[src/qpc_pkg.sv]
// Package of constants and types for the quad phase clock and fetch pipeline.
// Operation
// - Divide input clock by four into four ordered non-overlapping phases.
// - Program counter increments once per cycle in phase one.
// - Next instruction word is read and captured by end of phase four.
// - Instruction latch loads in phase one; decode and execute follow.
// - Operand read happens in phase two, destination write in phase four; the code reads the operand in phase three and strobes the write in phase one.
// - Fetch overlaps execution so plain instructions finish one per cycle.
// - A program counter change flushes the fetched word; costs two cycles.
// - External clock mode drives clock output with period four clocks.
// - Resistor-capacitor mode drives clock output at input rate over four.
// - A two-bit configuration field selects one of four oscillator modes.
// - Reset holds the phase generator in phase one.
package qpc_pkg;

	// ==========================================================================
	// Widths and reset values.
	// ==========================================================================
	localparam int          QPC_PC_W      = 16;
	localparam int          QPC_INSN_W    = 16;
	localparam int          QPC_DATA_W    = 8;
	localparam int          QPC_DADDR_W   = 12;
	localparam logic [15:0] QPC_PC_RST    = 16'h0000;
	localparam logic [15:0] QPC_INSN_NOP  = 16'h0000;
	localparam logic [1:0]  QPC_PHASE_RST = 2'h0;
	localparam logic [1:0]  QPC_PHASE_LST = 2'h3;

	// ==========================================================================
	// Oscillator select encodings.
	// ==========================================================================
	localparam logic [1:0] QPC_OSC_LF = 2'h0;
	localparam logic [1:0] QPC_OSC_XT = 2'h1;
	localparam logic [1:0] QPC_OSC_EC = 2'h2;
	localparam logic [1:0] QPC_OSC_RC = 2'h3;

	// ==========================================================================
	// Types.
	// ==========================================================================
	typedef struct packed {
		logic phase_one;
		logic phase_two;
		logic phase_three;
		logic phase_four;
	} qpc_phases_t;

	typedef struct packed {
		logic                   valid;
		logic [QPC_PC_W-1:0]    target;
	} qpc_branch_t;

	typedef struct packed {
		logic                   wr_en;
		logic [QPC_DADDR_W-1:0] addr;
		logic [QPC_DATA_W-1:0]  wdata;
	} qpc_dwr_t;

endpackage
[src/qpc_phase_gen.sv]
// Divide-by-four phase generator producing the four phase strobes.
`timescale 1ns/10ps
module qpc_phase_gen
	import qpc_pkg::*;
(
	input  wire logic  i_clk,
	input  wire logic  i_rst_b,
	input  wire logic  i_ce,
	input  wire logic  i_hold,
	output qpc_phases_t o_phases,
	output logic [1:0] o_phase_idx
);

	logic [1:0]  phase_q;
	logic [1:0]  phase_d;
	qpc_phases_t ph_q;
	qpc_phases_t ph_d;

	// ==========================================================================
	// Next phase.
	// ==========================================================================
	always_comb begin
		if (i_hold) begin
			phase_d = QPC_PHASE_RST;
		end else begin
			phase_d = phase_q + 2'h1;
		end
		ph_d.phase_one   = (phase_d == 2'h0);
		ph_d.phase_two   = (phase_d == 2'h1);
		ph_d.phase_three = (phase_d == 2'h2);
		ph_d.phase_four  = (phase_d == 2'h3);
	end

	always_ff @(posedge i_clk or negedge i_rst_b) begin
		if (!i_rst_b) begin
			phase_q <= QPC_PHASE_RST;
			ph_q    <= 4'h8;
		end else if (i_ce) begin
			phase_q <= phase_d;
			ph_q    <= ph_d;
		end
	end

	assign o_phases    = ph_q;
	assign o_phase_idx = phase_q;

endmodule

[src/qpc_pipeline.sv]
// Top of the quad phase clock and two-stage fetch and execute pipeline.
`timescale 1ns/10ps
module qpc_pipeline
	import qpc_pkg::*;
(
	input  wire logic                   i_clk,
	input  wire logic                   i_rst_b,
	input  wire logic                   i_ce,
	input  wire logic                   i_hold_rst,
	input  wire logic [1:0]             i_oscillator_select_bits,
	input  wire logic [QPC_INSN_W-1:0]  i_prog_rdata,
	input  wire logic [QPC_DATA_W-1:0]  i_data_rdata,
	input  wire logic                   i_exec_branch,
	input  wire logic [QPC_PC_W-1:0]    i_exec_target,
	input  wire logic                   i_exec_wr_en,
	input  wire logic [QPC_DADDR_W-1:0] i_exec_addr,
	input  wire logic [QPC_DATA_W-1:0]  i_exec_wdata,
	output logic                        o_phase_one,
	output logic                        o_phase_two,
	output logic                        o_phase_three,
	output logic                        o_phase_four,
	output logic [QPC_PC_W-1:0]         o_prog_addr,
	output logic                        o_prog_rd,
	output logic [QPC_INSN_W-1:0]       o_instruction_latch,
	output logic                        o_insn_valid,
	output logic                        o_decode,
	output logic [QPC_DATA_W-1:0]       o_operand,
	output logic                        o_data_rd,
	output logic                        o_data_wr,
	output logic [QPC_DADDR_W-1:0]      o_data_addr,
	output logic [QPC_DATA_W-1:0]       o_data_wdata,
	output logic                        o_clock_output_pin,
	output logic                        o_clock_output_oe_b
);

	qpc_phases_t ph;
	logic [1:0]  phase_idx;

	qpc_phase_gen u_phase (
		.i_clk       (i_clk),
		.i_rst_b     (i_rst_b),
		.i_ce        (i_ce),
		.i_hold      (i_hold_rst),
		.o_phases    (ph),
		.o_phase_idx (phase_idx)
	);

	// ==========================================================================
	// Pipeline state.
	// ==========================================================================
	typedef struct packed {
		logic [QPC_PC_W-1:0]    pc;
		logic [QPC_INSN_W-1:0]  fetch_buf;
		logic                   fetch_ok;
		logic [QPC_INSN_W-1:0]  ir;
		logic                   ir_ok;
		logic                   flush;
		logic                   prog_rd;
		logic                   decode;
		logic [QPC_DATA_W-1:0]  operand;
		logic                   data_rd;
		logic                   data_wr;
		logic [QPC_DADDR_W-1:0] daddr;
		logic [QPC_DATA_W-1:0]  wdata;
		logic                   clk_out;
		logic                   clk_oe_b;
	} qpc_pipe_t;

	qpc_pipe_t s_q;
	qpc_pipe_t s_d;
	logic      crystal;
	logic      running;

	always_comb begin
		s_d     = s_q;
		running = !i_hold_rst;
		crystal = (i_oscillator_select_bits == QPC_OSC_LF) ||
		          (i_oscillator_select_bits == QPC_OSC_XT);
		s_d.prog_rd = 1'b0;
		s_d.decode  = 1'b0;
		s_d.data_rd = 1'b0;
		s_d.data_wr = 1'b0;
		if (running) begin
			if (ph.phase_one) begin
				s_d.pc       = s_q.pc + 16'h0001;
				s_d.ir       = s_q.fetch_buf;
				s_d.ir_ok    = s_q.fetch_ok && !s_q.flush;
				s_d.fetch_ok = 1'b0;
				s_d.flush    = 1'b0;
			end
			if (ph.phase_two && s_q.ir_ok) begin
				s_d.decode  = 1'b1;
				s_d.data_rd = 1'b1;
				s_d.daddr   = i_exec_addr;
			end
			if (ph.phase_three && s_q.ir_ok) begin
				s_d.operand = i_data_rdata;
			end
			if (ph.phase_four) begin
				s_d.prog_rd   = 1'b1;
				s_d.fetch_buf = i_prog_rdata;
				s_d.fetch_ok  = 1'b1;
				if (s_q.ir_ok) begin
					s_d.data_wr = i_exec_wr_en;
					s_d.daddr   = i_exec_addr;
					s_d.wdata   = i_exec_wdata;
					if (i_exec_branch) begin
						// Phase one adds one, so the next fetch lands on the target.
						s_d.pc    = i_exec_target - 16'h0001;
						s_d.flush = 1'b1;
					end
				end
			end
		end
		// The clock output rests low while the phase generator is held.
		s_d.clk_out  = !crystal && running && (phase_idx == 2'h0 ||
		               phase_idx == 2'h1);
		s_d.clk_oe_b = crystal;
	end

	always_ff @(posedge i_clk or negedge i_rst_b) begin
		if (!i_rst_b) begin
			s_q          <= '0;
			s_q.pc       <= QPC_PC_RST;
			s_q.ir       <= QPC_INSN_NOP;
			s_q.clk_oe_b <= 1'b1;
		end else if (i_ce) begin
			s_q <= s_d;
		end
	end

	// ==========================================================================
	// Outputs.
	// ==========================================================================
	assign o_phase_one         = ph.phase_one;
	assign o_phase_two         = ph.phase_two;
	assign o_phase_three       = ph.phase_three;
	assign o_phase_four        = ph.phase_four;
	assign o_prog_addr         = s_q.pc;
	assign o_prog_rd           = s_q.prog_rd;
	assign o_instruction_latch = s_q.ir;
	assign o_insn_valid        = s_q.ir_ok;
	assign o_decode            = s_q.decode;
	assign o_operand           = s_q.operand;
	assign o_data_rd           = s_q.data_rd;
	assign o_data_wr           = s_q.data_wr;
	assign o_data_addr         = s_q.daddr;
	assign o_data_wdata        = s_q.wdata;
	assign o_clock_output_pin  = s_q.clk_out;
	assign o_clock_output_oe_b = s_q.clk_oe_b;

endmodule

[config.mk]
export PLATFORM = sky130hd
export DESIGN_NAME = qpc_pipeline
export DESIGN_NICKNAME = d
export VERILOG_FILES = /design/src/qpc_pkg.sv /design/src/qpc_phase_gen.sv /design/src/qpc_pipeline.sv
export SDC_FILE = /design/constraint.sdc
export NUM_CORES = 1
export LEC_CHECK = 0
export BUFFER_PORTS_ARGS = -buffer_cell sky130_fd_sc_hd__buf_4
export CORE_UTILIZATION = 53
export CTS_BUF_LIST = sky130_fd_sc_hd__clkbuf_2
export DETAILED_ROUTE_END_ITERATION = 8
export GPL_TIMING_DRIVEN = 0
export PLACE_DENSITY = 0.87
export SLEW_MARGIN = 10
export SYNTH_ARGS = -nofsm -noshare
export SYNTH_HDL_FRONTEND = slang
export SYNTH_SLANG_ARGS = --single-unit
[constraint.sdc]
create_clock -name i_clk -period 2.3 [get_ports i_clk]
set_clock_uncertainty 0.1 [all_clocks]
set_input_delay 0.115 -clock i_clk [delete_from_list [all_inputs] [get_ports i_clk]]
set_output_delay 0.115 -clock i_clk [all_outputs]
set_load 0.01 [all_outputs]
# Yosys cells after proc, flatten, opt, wreduce, memory -nomap -nowiden
# Index checks and enable logic that the tools add are counted.
word_totals:
  latchBits: 0
  memories: 0
  word_cells: 64
  mem_bits_rw: 0
  mem_bits_ro: 0
  input_bits: 68
  ff_bits: 91
classes:
  order_cmp: 0
  n_mul: 0
  shift: 0
  bitwise: 1
  reduce_logical: 20
  n_div: 0
  n_mux: 15
  add_sub_neg: 3
  n_eq_ne: 5
ops:
  columns: ["op", "count"]
  rows:
  - ["16-bit 2-to-1 mux", 3]
  - ["21-bit 2-to-1 mux", 2]
  - ["33-bit 2-to-1 mux", 1]
  - ["32-bit 2-to-1 mux", 1]
  - ["19-bit 2-to-1 mux", 1]
  - ["16-bit by 1-bit adder with 16-bit output, second input constant", 1]
  - ["16-bit by 1-bit subtractor with 16-bit output, second input constant", 1]
  - ["12-bit 2-to-1 mux", 1]
  - ["3-bit AND reduction", 4]
  - ["8-bit 2-to-1 mux", 1]
  - ["2-bit by 1-bit == test with 1-bit output, second input constant", 3]
  - ["2-bit logical NOT", 3]
  - ["1-bit logical AND", 5]
  - ["2-bit == test, second input constant", 2]
  - ["2-bit 2-to-1 mux", 2]
  - ["4-bit AND reduction", 1]
  - ["1-bit logical NOT", 3]
  - ["1-bit 2-to-1 mux", 3]
  - ["2-bit by 1-bit adder with 2-bit output, second input constant", 1]
  - ["1-bit logical OR", 2]
  - ["2-bit AND reduction", 1]
  - ["2-bit nonzero test", 1]
  - ["1-bit NOT", 1]

# Depth between registers and ports, before layout
logic_depth:
  word_depth: 7
  ltp_mapped: 8
  depth_no_buf: 7

# Modules after synthesis
# A second synthesis with hierarchy kept.
unflattened:
  cells_unflattened: 388
  hier_area_um2: 4538.1
modules_own_cells:
  columns: ["mod", "area_each_um2", "instances", "cells_per_inst", "seq_area_each_um2"]
  rows:
  - ["qpc_pipeline", 4276.6, 1, 367, 2103.3]
  - ["qpc_phase_gen", 261.5, 1, 21, 151.4]

# Worst setup path after synthesis
# Ideal clock, no wire load.
synth_timing:
  path_type: "reg2reg"
  start: "reg u_phase.ph_q (netlist bit u_phase.o_phases[3])"
  end: "reg s_q (netlist bit o_prog_addr[15])"
  slack_ns: 0.497
  synth_period_minus_slack_ns: 1.803
  arrival_ns: 1.583
  setup_ns: 0.120
  required_time_ns: 2.080
  n_path_buf: 2
  path_stages_with_launch: 8
  cell_sequence: "dfstp_2 > and3_1 > buf_2 > and3_1 > buf_2 > nand4_1 > or2_0 > o211a_1"
synth_between:
  elab_chain_len: 4
synth_rtl:
  columns: ["element", "line", "source"]
  rows:
  - ["start, declared", "qpc_phase_gen.sv:16", "qpc_phases_t ph_q;"]
  - ["start signal, assigned", "qpc_phase_gen.sv:40", "ph_q <= ph_d;"]
  - ["16-bit 2-to-1 mux *", "qpc_pipeline.sv:84", "if (ph.phase_one) begin"]
  - ["16-bit 2-to-1 mux", "qpc_pipeline.sv:107", "if (i_exec_branch) begin"]
  - ["16-bit 2-to-1 mux", "qpc_pipeline.sv:103", "if (s_q.ir_ok) begin"]
  - ["33-bit 2-to-1 mux *", "qpc_pipeline.sv:99", "if (ph.phase_four) begin"]
  - ["end, declared", "qpc_pipeline.sv:69", "qpc_pipe_t s_q;"]
# Every way passes the cells marked *; elsewhere a longest branch is shown, timed or not.
# A chain may end at the register's enable or synchronous reset.

# Final worst setup path
layout_timing:
  start: "in i_exec_target[0]"
  end: "reg s_q (netlist bit o_prog_addr[15])"
layout_between:
  elab_chain_len: 4
layout_rtl:
  columns: ["element", "line", "source"]
  rows:
  - ["start, declared", "qpc_pipeline.sv:14", "input wire logic [QPC_PC_W-1:0] i_exec_target,"]
  - ["16-bit by 1-bit subtractor with 16-bit output", "qpc_pipeline.sv:109", "s_d.pc = i_exec_target - 16'h0001;"]
  - ["16-bit 2-to-1 mux", "qpc_pipeline.sv:107", null]
  - ["16-bit 2-to-1 mux", "qpc_pipeline.sv:103", null]
  - ["33-bit 2-to-1 mux", "qpc_pipeline.sv:99", null]
# Every way passes these cells.

==> impl_metrics.sql <==
INSERT INTO impl_metrics (metric_group, metric, value, unit) VALUES
('run_status', 'status', 'complete, no violations', ''),
('sta', 'timing.final.max_slew_violations', '0', ''),
('route', 'finalWirelength', '11.9', 'mm'),
('global_routing', 'first_global_vias', '3892', ''),
('layout', 'finish.net_count', '699', ''),
('sta', 'rsz0062_at_grt', 'yes', ''),
('clocking', 'cts.path.max_buffers', '2', ''),
('critical_path', 'path_cells', 'dlygate4sd3_1, buf_4, nor4_4, nand4b_1, or4_1, dlygate4sd3_1, nand3_1, o211a_1', ''),
('critical_path', 'cp.buffers_inverters', '3', ''),
('route', 'vias_per_cell', '5.22', ''),
('route', 'drc', '0', ''),
('clocking', 'cts_clk_pin_slew_worst_paths', '280', 'ps'),
('placed_design', 'dp_slack', '355', 'ps'),
('critical_path', 'cp-end-kind', 'flip-flop', ''),
('critical_path', 'worst_setup_path_start_kind', 'primary input', ''),
('global_routing', 'global_route_total_usage_across_every_layer', '0.269', ''),
('route', 'drtIter0Drc', '203', ''),
('critical_path', 'crit_path_top_delay_cell', 'dlygate4sd3_1', ''),
('yosys', 'synth_seq_cells', '90', ''),
('critical_path', 'crit_start', 'i_exec_target[0]', ''),
('pwr', 'power.density', '851', 'nW/um^2'),
('sta', 'max_freq', '444', 'MHz'),
('clocking', 'cts_sinks', '90', ''),
('critical_path', 'crit_path_max_fanout', '5', ''),
('yosys', 'syn-mean-instance-area', '11.3', 'um^2'),
('critical_path', 'setup_slack_on_the_worst_flop_to_flop_path', '50', 'ps'),
('layout', 'multi_input_comb_area', '1740', 'um^2'),
('sta', 'transition_at_the_pin_with_the_smallest_max_transition_slack', '808', 'ps'),
('global_routing', 'initial_antenna_violation_count', '0', ''),
('route', 'route.vias.total', '3845', ''),
('sta', 'worst_slew_margin_rel', '0.461', ''),
('critical_path', 'startpoint_of_the_worst_register_to_register_path', 'o_insn_valid$_DFFE_PN0P_', ''),
('global_routing', 'overflow', '0', ''),
('placed_design', 'placement.io_buffers', '136', ''),
('pwr', 'peakVddDrop', '0.613', 'mV'),
('layout', 'antennaDiodeCount', '0', ''),
('yosys', 'netlist_area', '4550', 'um^2'),
('layout', 'layout.area.seq', '2250', 'um^2'),
('floorplanning', 'die-area', '8950', 'um^2'),
('critical_path', 'worst_path_dominant_cell_family', 'buffers and inverters', ''),
('yosys', 'synth_async_sr_flop_share', '1.00', ''),
('pwr', 'power_leakage', '3.27', 'nW'),
('yosys', 'synth.area.top_cells', 'dfrtp_1 (48%), mux2_2 (10%), buf_4 (10%), mux2_1 (4.7%), a21oi_1 (1.8%)', ''),
('route', 'post_drt_wl_per_cell', '16.2', 'um'),
('critical_path', 'data_required_time_of_the_worst_path', '2720', 'ps'),
('critical_path', 'arrival', '2670', 'ps'),
('floorplanning', 'rows', '33', ''),
('layout', 'final_layout_size_suffix_gt1_frac', '0.437', ''),
('placed_design', 'dpl.hpwl', '7.49', 'mm'),
('layout', 'area_growth', '45.6', '%'),
('sta', 'fin_crit_sh', '0.980', ''),
('global_routing', 'global_route_wire_length_before_repair', '18.3', 'mm'),
('placed_design', 'routabilityCongestion', '0.889', ''),
('yosys', 'mapped_cells', '401', ''),
('critical_path', 'timing.critical_path.slowest_cell_delay', '590', 'ps'),
('global_routing', 'largest_net_degree_at_the_start_of_global_routing', '91', ''),
('clocking', 'cts-root-buf', 'clkbuf_2', ''),
('run', 'drv.max_cap_violation_count', '0', ''),
('critical_path', 'critical_r2r_capture', 'o_prog_addr[7]$_DFFE_PN0P_', ''),
('layout', 'filler_cell_count_in_the_final_layout', '517', ''),
('floorplanning', 'floorplan.initialDensity', '0.551', ''),
('clocking', 'cts_tree', 'done', ''),
('yosys', 'synthFlopType', 'dfrtp_1', ''),
('critical_path', 'worst_r2r_path_depth', '6', ''),
('floorplanning', 'die_width', '94.6', 'um'),
('critical_path', 'critical_path.most_common_cell', 'dlygate4sd3_1', ''),
('route', 'ant_nets', '0', ''),
('floorplanning', 'io_pins', '139', ''),
('clocking', 'numCtsBuffers', '9', ''),
('route', 'drt-pass1-iter-count', '5', ''),
('critical_path', 'start_to_end_type_of_the_worst_setup_path', 'in2reg', '');
[final cells by class]
cell class	instances	area share
Sequential cell	90	0.341
Multi-Input combinational cell	220	0.262
Inverter	14	0.00794
Buffer	77	0.0799
Clock buffer	9	0.00680
Clock inverter	7	0.00926
Timing Repair Buffer	215	0.273
Tap cell	105	0.0198
[how the worst max path moves through the flow]
stage,cells after the start,end
2_1_floorplan,7,o_prog_addr[15]$_DFFE_PN0P_
3_3_place_gp,7,o_prog_addr[15]$_DFFE_PN0P_
3_5_place_dp,7,o_prog_addr[15]$_DFFE_PN0P_
4_1_cts,10,o_prog_addr[14]$_DFFE_PN0P_
5_1_grt,8,o_prog_addr[15]$_DFFE_PN0P_
6_report,8,o_prog_addr[15]$_DFFE_PN0P_
[power by group]
part | total, W | internal (W) | switching, W
sequential | 0.00248 | 0.00212 | 0.000356
clock | 0.000758 | 0.000160 | 0.000598
combinational | 0.00240 | 0.00151 | 0.000883
total | 0.00563 | 0.00380 | 0.00184
[placed cells by master, fill, tap and decap left out, drive strengths merged, types with 5 or more instances in the layout]
master and instances:
o21ai 16, clkbuf 16, nand4 7, mux2 61, nand3 14, inv 17, and3 5, xnor2 9
dfrtp 88, buf 208, a21oi 16, nor2 17, nand2 20, dlygate4sd3 77
[per-stage QoR]
stage                     hold WS (ps)  instances  TNS [ps]  instance area (um^2)
after floorplan                   -281        401         0                  4550
after global placement             176        642         0                  5700
after detailed placement           186        642         0                  5700
after CTS                         36.3        734         0                  6570
after global routing              87.7        737     -54.7                  6620
final                             69.7        737         0                  6620
[kinds of logic after synthesis]
| group | synth area share |
|---|---|
| flops | 0.496 |
| fa+ha+maj | 0.0110 |
| simple gates | 0.105 |
| buf+inv | 0.128 |
| compound gates | 0.0776 |
| xor+xnor | 0.0250 |
| mux | 0.158 |
[repair_timing]
item	in CTS	in global routing
resized for setup	0	4
setup buffers	0	2
hold endpoints to repair	155	2
setup endpoints to repair	0	4
hold buffers	76	1
[routing by layer]
metal / wire length, um / GRT usage / part of all wire / vias to the layer above
li1: - / - / - / 1798
met1: 4610 / 0.315 / 0.39 / 1853
met2: 6360 / 0.488 / 0.53 / 166
met3: 709 / 0.0451 / 0.059 / 28
met4: 261 / 0.107 / 0.022 / 0
met5: 0 / 0 / 0 / -
(Power assumes the default switching activity.)
